`config.mk`:
```
export PLATFORM = sky130hd
export DESIGN_NAME = tsr_status_bank
export DESIGN_NICKNAME = d
export VERILOG_FILES = /design/src/shared/tsr_pkg.sv /design/src/shared/tsr_read_if.sv /design/src/hw/tsr_spi_slave.sv /design/src/hw/tsr_status_bank.sv
export SDC_FILE = /design/constraint.sdc
export NUM_CORES = 1
export LEC_CHECK = 0
export BUFFER_PORTS_ARGS = -buffer_cell sky130_fd_sc_hd__buf_2
export CORE_AREA = 3 3 111 113
export CTS_CLUSTER_SIZE = 24
export DETAILED_ROUTE_END_ITERATION = 10
export DIE_AREA = 0 0 114 116
export PLACE_DENSITY_LB_ADDON = 0.2
export RECOVER_POWER = 50
export SYNTH_ARGS = -nofsm -noshare
export SYNTH_HDL_FRONTEND = slang
export SYNTH_HIERARCHICAL = 1
export SYNTH_SLANG_ARGS = --single-unit
```
`constraint.sdc`:
```
create_clock -name clock_in -period 6.4 [get_ports clock_in]
set_input_delay 1.6 -clock clock_in [delete_from_list [all_inputs] [get_ports clock_in]]
set_output_delay 1.6 -clock clock_in [all_outputs]
set_load 0.1 [all_outputs]
```
`src/shared/tsr_pkg.sv`:
```
// constants shared by the status readback block and its serial slave
`default_nettype none
package tsr_pkg;
  // register addresses as seen on the serial port
  localparam logic [5:0] ADDR_IRQ_FLAGS = 6'h24;
  localparam logic [5:0] ADDR_RESET_IND = 6'h25;
  localparam logic [5:0] ADDR_TIMER_HIGH = 6'h26;
  localparam logic [5:0] ADDR_TIMER_LOW = 6'h27;
  localparam logic [5:0] ADDR_PIN_LEVELS = 6'h28;
  localparam int ADDR_WIDTH = 6;
  localparam int DATA_WIDTH = 16;
  localparam int TIMER_WIDTH = 24;
  localparam int SHORT_MATCH_WIDTH = 16;
  localparam int PIN_COUNT = 7;
  // field positions in the interrupt flag register
  localparam int BIT_TX_EVENT = 6;
  localparam int BIT_CCA_DONE = 5;
  localparam int BIT_MATCH_THREE = 4;
  localparam int BIT_MATCH_FOUR = 3;
  localparam int BIT_MATCH_TWO = 2;
  localparam int BIT_CHANNEL_BUSY = 1;
  localparam int BIT_CRC_OK = 0;
  localparam logic [15:0] STICKY_MASK = 16'h007C;
  // field positions in the other registers
  localparam int BIT_RESET_IND = 7;
  localparam int BIT_PIN_FIRST = 8;
  localparam int BIT_READ_CMD = 7;
  // assessment type that selects energy detect
  localparam logic [1:0] CCA_TYPE_ENERGY = 2'h2;
  // serial frame: command byte then one data word
  localparam logic [4:0] CMD_BITS = 5'h08;
  localparam logic [4:0] FRAME_BITS = 5'h18;
  // reset values
  localparam logic [15:0] FLAGS_RESET = 16'h0000;
  localparam logic [23:0] TIMER_RESET = 24'h000000;
  localparam logic [15:0] UNMAPPED_DATA = 16'h0000;
  typedef struct packed {
    logic [15:0] flags;
    logic reset_ind;
    logic [23:0] count;
    logic [6:0] pin_meta;
    logic [6:0] pin_sync;
    logic [15:0] rd_data;
    logic rd_valid;
  } tsr_main_state_type;
  typedef struct packed {
    logic [2:0] meta;
    logic [2:0] sync;
    logic clk_prev;
    logic [4:0] bit_cnt;
    logic [7:0] cmd;
    logic is_read;
    logic [15:0] shift_out;
    logic miso;
    logic miso_oe_n;
    logic rd_req;
  } tsr_spi_state_type;
endpackage
`default_nettype wire

```
`src/shared/tsr_read_if.sv`:
```
// read request and answer between the serial slave and the register bank
`timescale 1ns/1ns
`default_nettype none
interface tsr_read_if;
  logic rd_req;
  logic [5:0] rd_addr;
  logic rd_valid;
  logic [15:0] rd_data;
  modport slave_end (output rd_req, output rd_addr, input rd_valid, input rd_data);
  modport bank_end (input rd_req, input rd_addr, output rd_valid, output rd_data);
endinterface
`default_nettype wire

```
`src/hw/tsr_spi_slave.sv`:
```
// serial slave that turns host frames into register read requests
`timescale 1ns/1ns
`default_nettype none
module tsr_spi_slave (
  input wire logic clock_in,
  input wire logic rst_n_in,
  input wire logic spi_sel_n_in,
  input wire logic spi_clk_in,
  input wire logic spi_mosi_in,
  output logic spi_miso_out,
  output logic spi_miso_oe_n_out,
  tsr_read_if.slave_end rd_if
);
  tsr_pkg::tsr_spi_state_type q;
  tsr_pkg::tsr_spi_state_type d;
  logic sel_n;
  logic sclk;
  logic mosi;
  logic rise;
  logic fall;

  assign sel_n = q.sync[2];
  assign sclk = q.sync[1];
  assign mosi = q.sync[0];
  assign rise = sclk & ~q.clk_prev;
  assign fall = ~sclk & q.clk_prev;

  always_comb begin
    d = q;
    d.meta = {spi_sel_n_in, spi_clk_in, spi_mosi_in};
    d.sync = q.meta;
    d.clk_prev = sclk;
    d.rd_req = 1'b0;
    if (sel_n) begin
      d.bit_cnt = 5'h00;
      d.is_read = 1'b0;
      d.miso = 1'b0;
      d.miso_oe_n = 1'b1;
    end else begin
      d.miso_oe_n = 1'b0;
      if (rise && q.bit_cnt < tsr_pkg::FRAME_BITS) begin
        d.bit_cnt = q.bit_cnt + 5'h01;
        if (q.bit_cnt < tsr_pkg::CMD_BITS) begin
          d.cmd = {q.cmd[6:0], mosi};
        end
        // command byte complete: ask the bank before the first data edge
        if (q.bit_cnt == tsr_pkg::CMD_BITS - 5'h01) begin
          d.is_read = q.cmd[tsr_pkg::BIT_READ_CMD - 1];
          d.rd_req = q.cmd[tsr_pkg::BIT_READ_CMD - 1];
        end
      end
      if (fall && q.is_read && q.bit_cnt >= tsr_pkg::CMD_BITS) begin
        d.miso = q.shift_out[15];
        d.shift_out = {q.shift_out[14:0], 1'b0};
      end
    end
    if (rd_if.rd_valid) begin
      d.shift_out = rd_if.rd_data;
    end
  end

  always_ff @(posedge clock_in or negedge rst_n_in) begin
    if (!rst_n_in) begin
      // idle pin levels (select high, clock low) so no false clock edge after reset
      q <= '{meta: 3'h4, sync: 3'h4, clk_prev: 1'b0, bit_cnt: 5'h00, cmd: 8'h00,
             is_read: 1'b0, shift_out: 16'h0000, miso: 1'b0, miso_oe_n: 1'b1,
             rd_req: 1'b0};
    end else begin
      q <= d;
    end
  end

  assign rd_if.rd_req = q.rd_req;
  assign rd_if.rd_addr = q.cmd[5:0];
  assign spi_miso_out = q.miso;
  assign spi_miso_oe_n_out = q.miso_oe_n;
endmodule
`default_nettype wire

```
`src/hw/tsr_status_bank.sv`:
```
// status readback register bank of the transceiver
//
// What this block does
// - packet mode: transmit finished sets bit six
// - stream mode: next word wanted sets bit six
// - channel assessment finished sets bit five
// - third match equal timer sets bit four
// - fourth match equal timer sets bit three
// - second or short alternate match sets two
// - bit one shows channel busy result
// - energy detect type holds busy bit low
// - bit zero shows crc good, default zero
// - any reset clears the reset indicator
// - reading indicator register sets indicator until the next reset
// - high timer register gives top eight bits
// - low timer register gives bottom sixteen bits
// - sensed input pins show their level
`timescale 1ns/1ns
`default_nettype none
module tsr_status_bank (
  input wire logic clock_in,
  input wire logic rst_n_in,
  input wire logic soft_reset_in,
  input wire logic spi_sel_n_in,
  input wire logic spi_clk_in,
  input wire logic spi_mosi_in,
  output logic spi_miso_out,
  output logic spi_miso_oe_n_out,
  input wire logic stream_mode_in,
  input wire logic tx_packet_done_in,
  input wire logic tx_word_needed_in,
  input wire logic cca_done_in,
  input wire logic cca_busy_in,
  input wire logic [1:0] cca_type_in,
  input wire logic crc_done_in,
  input wire logic crc_ok_in,
  input wire logic count_tick_in,
  input wire logic [23:0] second_match_value_in,
  input wire logic [23:0] third_match_value_in,
  input wire logic [23:0] fourth_match_value_in,
  input wire logic [15:0] alternate_short_match_in,
  input wire logic alternate_match_enable_in,
  input wire logic [6:0] pin_input_level_in,
  input wire logic [6:0] pin_drive_enable_in,
  input wire logic [6:0] pin_sense_enable_in
);
  tsr_read_if rd_if ();
  tsr_pkg::tsr_main_state_type q;
  tsr_pkg::tsr_main_state_type d;
  logic [23:0] count_next;
  logic [15:0] set_vec;
  logic read_flags;
  logic read_ind;
  logic [15:0] read_word;
  logic [6:0] pins_sensed;

  // full width timer compare
  function automatic logic hit_full(input logic [23:0] a, input logic [23:0] b);
    hit_full = (a == b);
  endfunction

  // low sixteen bit compare for the alternate mode
  function automatic logic hit_short(input logic [23:0] a, input logic [15:0] b);
    hit_short = (a[15:0] == b);
  endfunction

  tsr_spi_slave u_spi (
    .clock_in(clock_in),
    .rst_n_in(rst_n_in),
    .spi_sel_n_in(spi_sel_n_in),
    .spi_clk_in(spi_clk_in),
    .spi_mosi_in(spi_mosi_in),
    .spi_miso_out(spi_miso_out),
    .spi_miso_oe_n_out(spi_miso_oe_n_out),
    .rd_if(rd_if)
  );

  // matches fire on the tick that brings the timer onto the value, so a
  // flag read while the timer rests on the value is not raised again
  assign count_next = q.count + 24'h000001;

  always_comb begin
    set_vec = tsr_pkg::FLAGS_RESET;
    if (!stream_mode_in && tx_packet_done_in) begin
      set_vec[tsr_pkg::BIT_TX_EVENT] = 1'b1;
    end
    if (stream_mode_in && tx_word_needed_in) begin
      set_vec[tsr_pkg::BIT_TX_EVENT] = 1'b1;
    end
    if (cca_done_in) begin
      set_vec[tsr_pkg::BIT_CCA_DONE] = 1'b1;
    end
    if (count_tick_in) begin
      if (hit_full(count_next, third_match_value_in)) begin
        set_vec[tsr_pkg::BIT_MATCH_THREE] = 1'b1;
      end
      if (hit_full(count_next, fourth_match_value_in)) begin
        set_vec[tsr_pkg::BIT_MATCH_FOUR] = 1'b1;
      end
      if (alternate_match_enable_in) begin
        if (hit_short(count_next, alternate_short_match_in)) begin
          set_vec[tsr_pkg::BIT_MATCH_TWO] = 1'b1;
        end
      end else if (hit_full(count_next, second_match_value_in)) begin
        set_vec[tsr_pkg::BIT_MATCH_TWO] = 1'b1;
      end
    end
  end

  // a pin reads back only when it is an undriven, sensed input
  assign pins_sensed = q.pin_sync & ~pin_drive_enable_in & pin_sense_enable_in;

  always_comb begin
    read_flags = 1'b0;
    read_ind = 1'b0;
    read_word = tsr_pkg::UNMAPPED_DATA;
    if (rd_if.rd_addr == tsr_pkg::ADDR_IRQ_FLAGS) begin
      read_flags = rd_if.rd_req;
      read_word = q.flags;
    end else if (rd_if.rd_addr == tsr_pkg::ADDR_RESET_IND) begin
      read_ind = rd_if.rd_req;
      read_word[tsr_pkg::BIT_RESET_IND] = q.reset_ind;
    end else if (rd_if.rd_addr == tsr_pkg::ADDR_TIMER_HIGH) begin
      read_word[7:0] = q.count[23:16];
    end else if (rd_if.rd_addr == tsr_pkg::ADDR_TIMER_LOW) begin
      read_word = q.count[15:0];
    end else if (rd_if.rd_addr == tsr_pkg::ADDR_PIN_LEVELS) begin
      read_word[14:8] = pins_sensed;
    end
  end

  always_comb begin
    d = q;
    d.pin_meta = pin_input_level_in;
    d.pin_sync = q.pin_meta;
    d.rd_valid = rd_if.rd_req;
    if (rd_if.rd_req) begin
      d.rd_data = read_word;
    end
    if (count_tick_in) begin
      d.count = count_next;
    end
    // reading returns the flags, then clears event bits six to two (busy and crc bits stay); a new event wins
    if (read_flags) begin
      d.flags = q.flags & ~tsr_pkg::STICKY_MASK;
    end
    d.flags = d.flags | set_vec;
    if (cca_done_in) begin
      d.flags[tsr_pkg::BIT_CHANNEL_BUSY] = cca_busy_in;
    end
    if (cca_type_in == tsr_pkg::CCA_TYPE_ENERGY) begin
      d.flags[tsr_pkg::BIT_CHANNEL_BUSY] = 1'b0;
    end
    if (crc_done_in) begin
      d.flags[tsr_pkg::BIT_CRC_OK] = crc_ok_in;
    end
    // the first read after reset still shows zero
    if (read_ind) begin
      d.reset_ind = 1'b1;
    end
    if (soft_reset_in) begin
      d.reset_ind = 1'b0;
      d.flags = tsr_pkg::FLAGS_RESET;
      d.count = tsr_pkg::TIMER_RESET;
    end
  end

  always_ff @(posedge clock_in or negedge rst_n_in) begin
    if (!rst_n_in) begin
      q <= '{flags: tsr_pkg::FLAGS_RESET, reset_ind: 1'b0, count: tsr_pkg::TIMER_RESET,
             pin_meta: 7'h00, pin_sync: 7'h00, rd_data: 16'h0000,
             rd_valid: 1'b0};
    end else begin
      q <= d;
    end
  end

  assign rd_if.rd_valid = q.rd_valid;
  assign rd_if.rd_data = q.rd_data;
endmodule
`default_nettype wire

```
== Word level (Yosys, flattened, before mapping) ==
Cells that the tools add are included.

* Muxes and demuxes: 41
* Equal/unequal tests: 12
* Bitwise gates (word level): 9
* Magnitude comparators: 3
* Divide/modulo/power cells: 0
* Reduce and logical (&&, ||, !) cells: 15
* Shift operators: 0
* Multipliers: 0
* Add/sub/neg operators: 2

{| class="wikitable"
|+ Operator list
! operator !! count
|-
| 24-bit equality test || 3
|-
| 16-bit two-way mux || 3
|-
| 41-bit two-way mux || 1
|-
| 8-bit two-way mux || 5
|-
| 6-bit equality test, second input constant || 5
|-
| 7-bit two-way mux || 4
|-
| 24-bit by 1-bit adder with 24-bit output, second input constant || 1
|-
| 24-bit two-way mux || 1
|-
| 1-bit two-way mux || 22
|-
| 17-bit two-way mux || 1
|-
| 16-bit equality test || 1
|-
| 16-bit by 7-bit OR with 16-bit output || 1
|-
| 7-bit bitwise AND || 2
|-
| 14-bit two-way mux || 1
|-
| 2-bit nonzero test || 6
|-
| 7-bit inverter || 1
|-
| 5-bit by 1-bit adder with 5-bit output, second input constant || 1
|-
| 5-bit by 3-bit equality test with 1-bit output, second input constant || 1
|-
| 5-bit by 4-bit greater-or-equal comparator with 1-bit output, second input constant || 1
|-
| 1-bit logical AND || 5
|-
| 5-bit by 4-bit less-than comparator with 1-bit output, second input constant || 1
|-
| 5-bit less-than comparator, second input constant || 1
|-
| 5-bit two-way mux || 1
|-
| 2-bit AND reduction || 2
|-
| other kinds (8) || 11
|}

* Memories: 0
* Memory bits (writable): 0
* Logic and storage cells: 99
* ROM bits: 0
* Input bits: 126
* Register bits after elaboration: 112
* Output and inout port bits: 2
* Latch bits: 0

== Depth between registers and ports, before layout ==
* Word-level depth: 9
* Gate-level depth with buffers: 10
* Depth with buffers taken out: 8

== Modules after synthesis ==
The synthesis kept the hierarchy.

{| class="wikitable"
|+ By module, submodules not included
! module !! area each (µm²) !! cells an instance !! times used
|-
| tsr_status_bank || 5102.4 || 587 || 1
|-
| tsr_spi_slave || 1740.4 || 159 || 1
|}

== Least setup slack after synthesis ==
Ideal clock, no wire load.

* Path type: input port to flip-flop
* Start: input third_match_value_in[1]
* End: register q[60] (netlist name)
* Data required time: 6.305 ns
* Setup time: 0.095 ns
* Slack: 3.137 ns
* Stages: 7
* Arrival time: 3.168 ns
* Cell sequence: xor2_1 > a2111oi_0 > o2111ai_1 > nor3_1 > nand4bb_1 > or4_1 > o31ai_1

{| class="wikitable"
|+ RTL lines
! what !! RTL line !! source
|-
| start, declared || tsr_status_bank.sv:39 || <nowiki>input wire logic [23:0] third_match_value_in,</nowiki>
|-
| end signal, assigned || tsr_status_bank.sv:170 || <nowiki>q <= '{flags: tsr_pkg::FLAGS_RESET, reset_ind: 1'b0, count: tsr_pkg::TIMER_RESET,</nowiki>
|-
| end, declared || tsr_status_bank.sv:48 || <nowiki>tsr_pkg::tsr_main_state_type q;</nowiki>
|}

==> results.ini <==
[pwr]
p_leak_nw=3.26
ir_worst_vdd_v=0.000184
pwr_density_cell_nw_per_um2=183
power_mw=1.40

[timing]
fin_skew_ns=0.0106
slew_violations=50
setup_viol=0
slew_headroom=-0.691
min_period_ns=4.05
rsz0062_at_grt=false
finalCritPeriodShare=0.633
fmax_mhz=247
tightest_slew_ns=2.54
finalSetupTns_ns=0
final_hold_viol_count=0

[die]
die_w_um=114
core_region_area_um2=11400
die_y_um=116
top_level_ports=128
dieArea_um2=13200
rows=39
start_util=0.599

[placed_design]
portBuffers=127
place_congestion=0.966
dp_cells=962
hpwlAfterDp_mm=15.9

[critical_path]
critPathCaptureType=flip-flop
reg2reg_slack_ns=2.72
cp-start-kind=input pin
r2r-end=q[60]
startpoint=soft_reset_in
r2r_start=q[31]
worstSetupEndpoint=q[58]
critical_path_class=input pin to flip-flop
crit_arrival_ns=4.32
cp.required_ns=6.66
crit_fanout=31
reg2regPathDepth=8

[route]
vias_per_cell=6.26
postRouteWirelength_mm=20.8
first_pass_iters=7
antenna_left=0
num_vias=6114
remaining_drc_errors=0
post_drt_wl_per_cell_um=21.3
drt_first_iter_violations=752

[clock_tree]
clockRootBuffer=clkbuf_16
hold_buffers=0
clk_pin_slew_ns=0.07
clk_latency_ns=0.35
numCtsBuffers=9
cts-htree-levels=3
post_cts_resized=0
cts_buffer_depth=2
postCtsSetupRepairBufs=0
clock_sinks=102
cts_tree=done

[synthesis]
ys_seq_area_frac=0.374
synth.cell_area_um2=6840
async_flop_share=1.00
synth_nets=874
synthTopCellsByCount=dfrtp_1, xnor2_1, nor2_1, xor2_1, nand2_1
synthTopCellsByArea=dfrtp_1, xnor2_1, xor2_1
synth-simple-area-share=0.203
synth_seq_cells=102
ys_types=75
synth_fa_ha_area_frac=0.00366
yosysMostFrequentCell=dfrtp_1
syn_area_per_cell_um2=9.17
synth_compound_area_frac=0.155
yosysTopAreaCell=dfrtp_1
synth_edf_count=0
synth_cells=746
synth_top_area_share=0.362
yosys_warnings=6
synth_top_family_by_area=simple AND/OR/NAND/NOR gates
synth_xor_area_frac=0.179
synth-main-ff-cell=dfrtp_1
synthMuxAreaShare=0.0302

[final_layout]
nNetsFinal=958
area_delta_synth_final_pct=11.7
drive_above_1_share=0.206
antenna_cells=0
final_cells=977

[status]
violations=capacitance limit, slew limit
outcome=finished, violations left

[job]
drv_cap=1

[global_route]
track_usage=0.324
grt_max_degree=55
grt_overflow_total=0
grt_pass1_vias=6116
antenna_found_initial=0
grt_pass1_wl_mm=33.1

[hold_path]
min_path_type=flip-flop to flip-flop

state kept, by name (all words and copies together), names as in the netlist, 4 cells and up:
signal and count:
d 7, q 39, rd_if.rd_data 16, u_spi/d 4, u_spi/q 25, u_spi/rd_if.rd_addr 6
placed cells by master (no fill, tap or decap), types with 10 or more instances in the layout:
master	instances
xnor2_1	77
nor3_1	12
nor4_1	10
nand4_1	15
nor2_1	53
a31oi_1	17
a21oi_1	33
buf_2	125
nand3_1	19
inv_1	25
dfrtp_1	99
o21ai_0	41
nor2b_1	22
mux2_2	13
a22oi_1	16
and3_1	12
nand2_1	47
o22ai_1	13
xor2_1	50
how the worst min path moves through the flow:
stage	startpoint	endpoint	slack, ns	cells after the start
6_report	d[20]	q[20]	0.35	0
5_1_grt	d[20]	q[20]	0.36	0
4_1_cts	u_spi/d[34]	u_spi/mosi	0.35	0
3_5_place_dp	u_spi/d[34]	u_spi/mosi	0.33	0
3_3_place_gp	d[20]	q[20]	0.33	0
2_1_floorplan	d[17]	q[17]	0.33	0
critical path, cell delays in order:
cell and delay, ns:
clkbuf_1 0.54, nand2b_1 0.42, or4_1 0.58, a21oi_1 0.14
o311ai_0 0.18, nor4_1 0.46, nand4_1 0.17, o31ai_1 0.22
final cells by class:
class	count	area (µm²)
multi-input combinational	561	3890
inverter	26	97.6
tap	143	179
sequential	102	2560
clock inverter	5	35.0
clock buffer	10	229
fill	927	3770
timing repair buffer	130	656
routing by layer:
metal	global-route usage	share of wire
met1	0.417	0.41
met2	0.546	0.49
met4	0.136	0.041
met3	0.0527	0.060
met5	0	0
logic make-up after synthesis:
logic type,Yosys count
multiplexers,19
XOR/XNOR,132
flip-flops,102
AND/OR/NAND/NOR,244
adder cells (fa/ha/maj),2
AO/OA/AOI/OAI,164
buffers and inverters,83
power by group:
part           switching [mW]  leakage (nW)  internal [mW]
logic                  0.0907          1.82         0.0884
clock network           0.243         0.129          0.263
registers              0.0369          1.32          0.673
per-stage QoR:
stage,instance area [µm²],hold WS (ns),setup WS (ns),utilization
after CTS,7660,0.351,2.72,0.671
after detailed placement,7400,0.335,2.44,0.648
after global placement,7400,0.333,2.51,0.648
final,7640,0.350,2.35,0.670
after global routing,7640,0.356,2.02,0.670
after floorplan,6840,0.331,3.14,-
No activity file was read; power rests on OpenSTA's default activity.
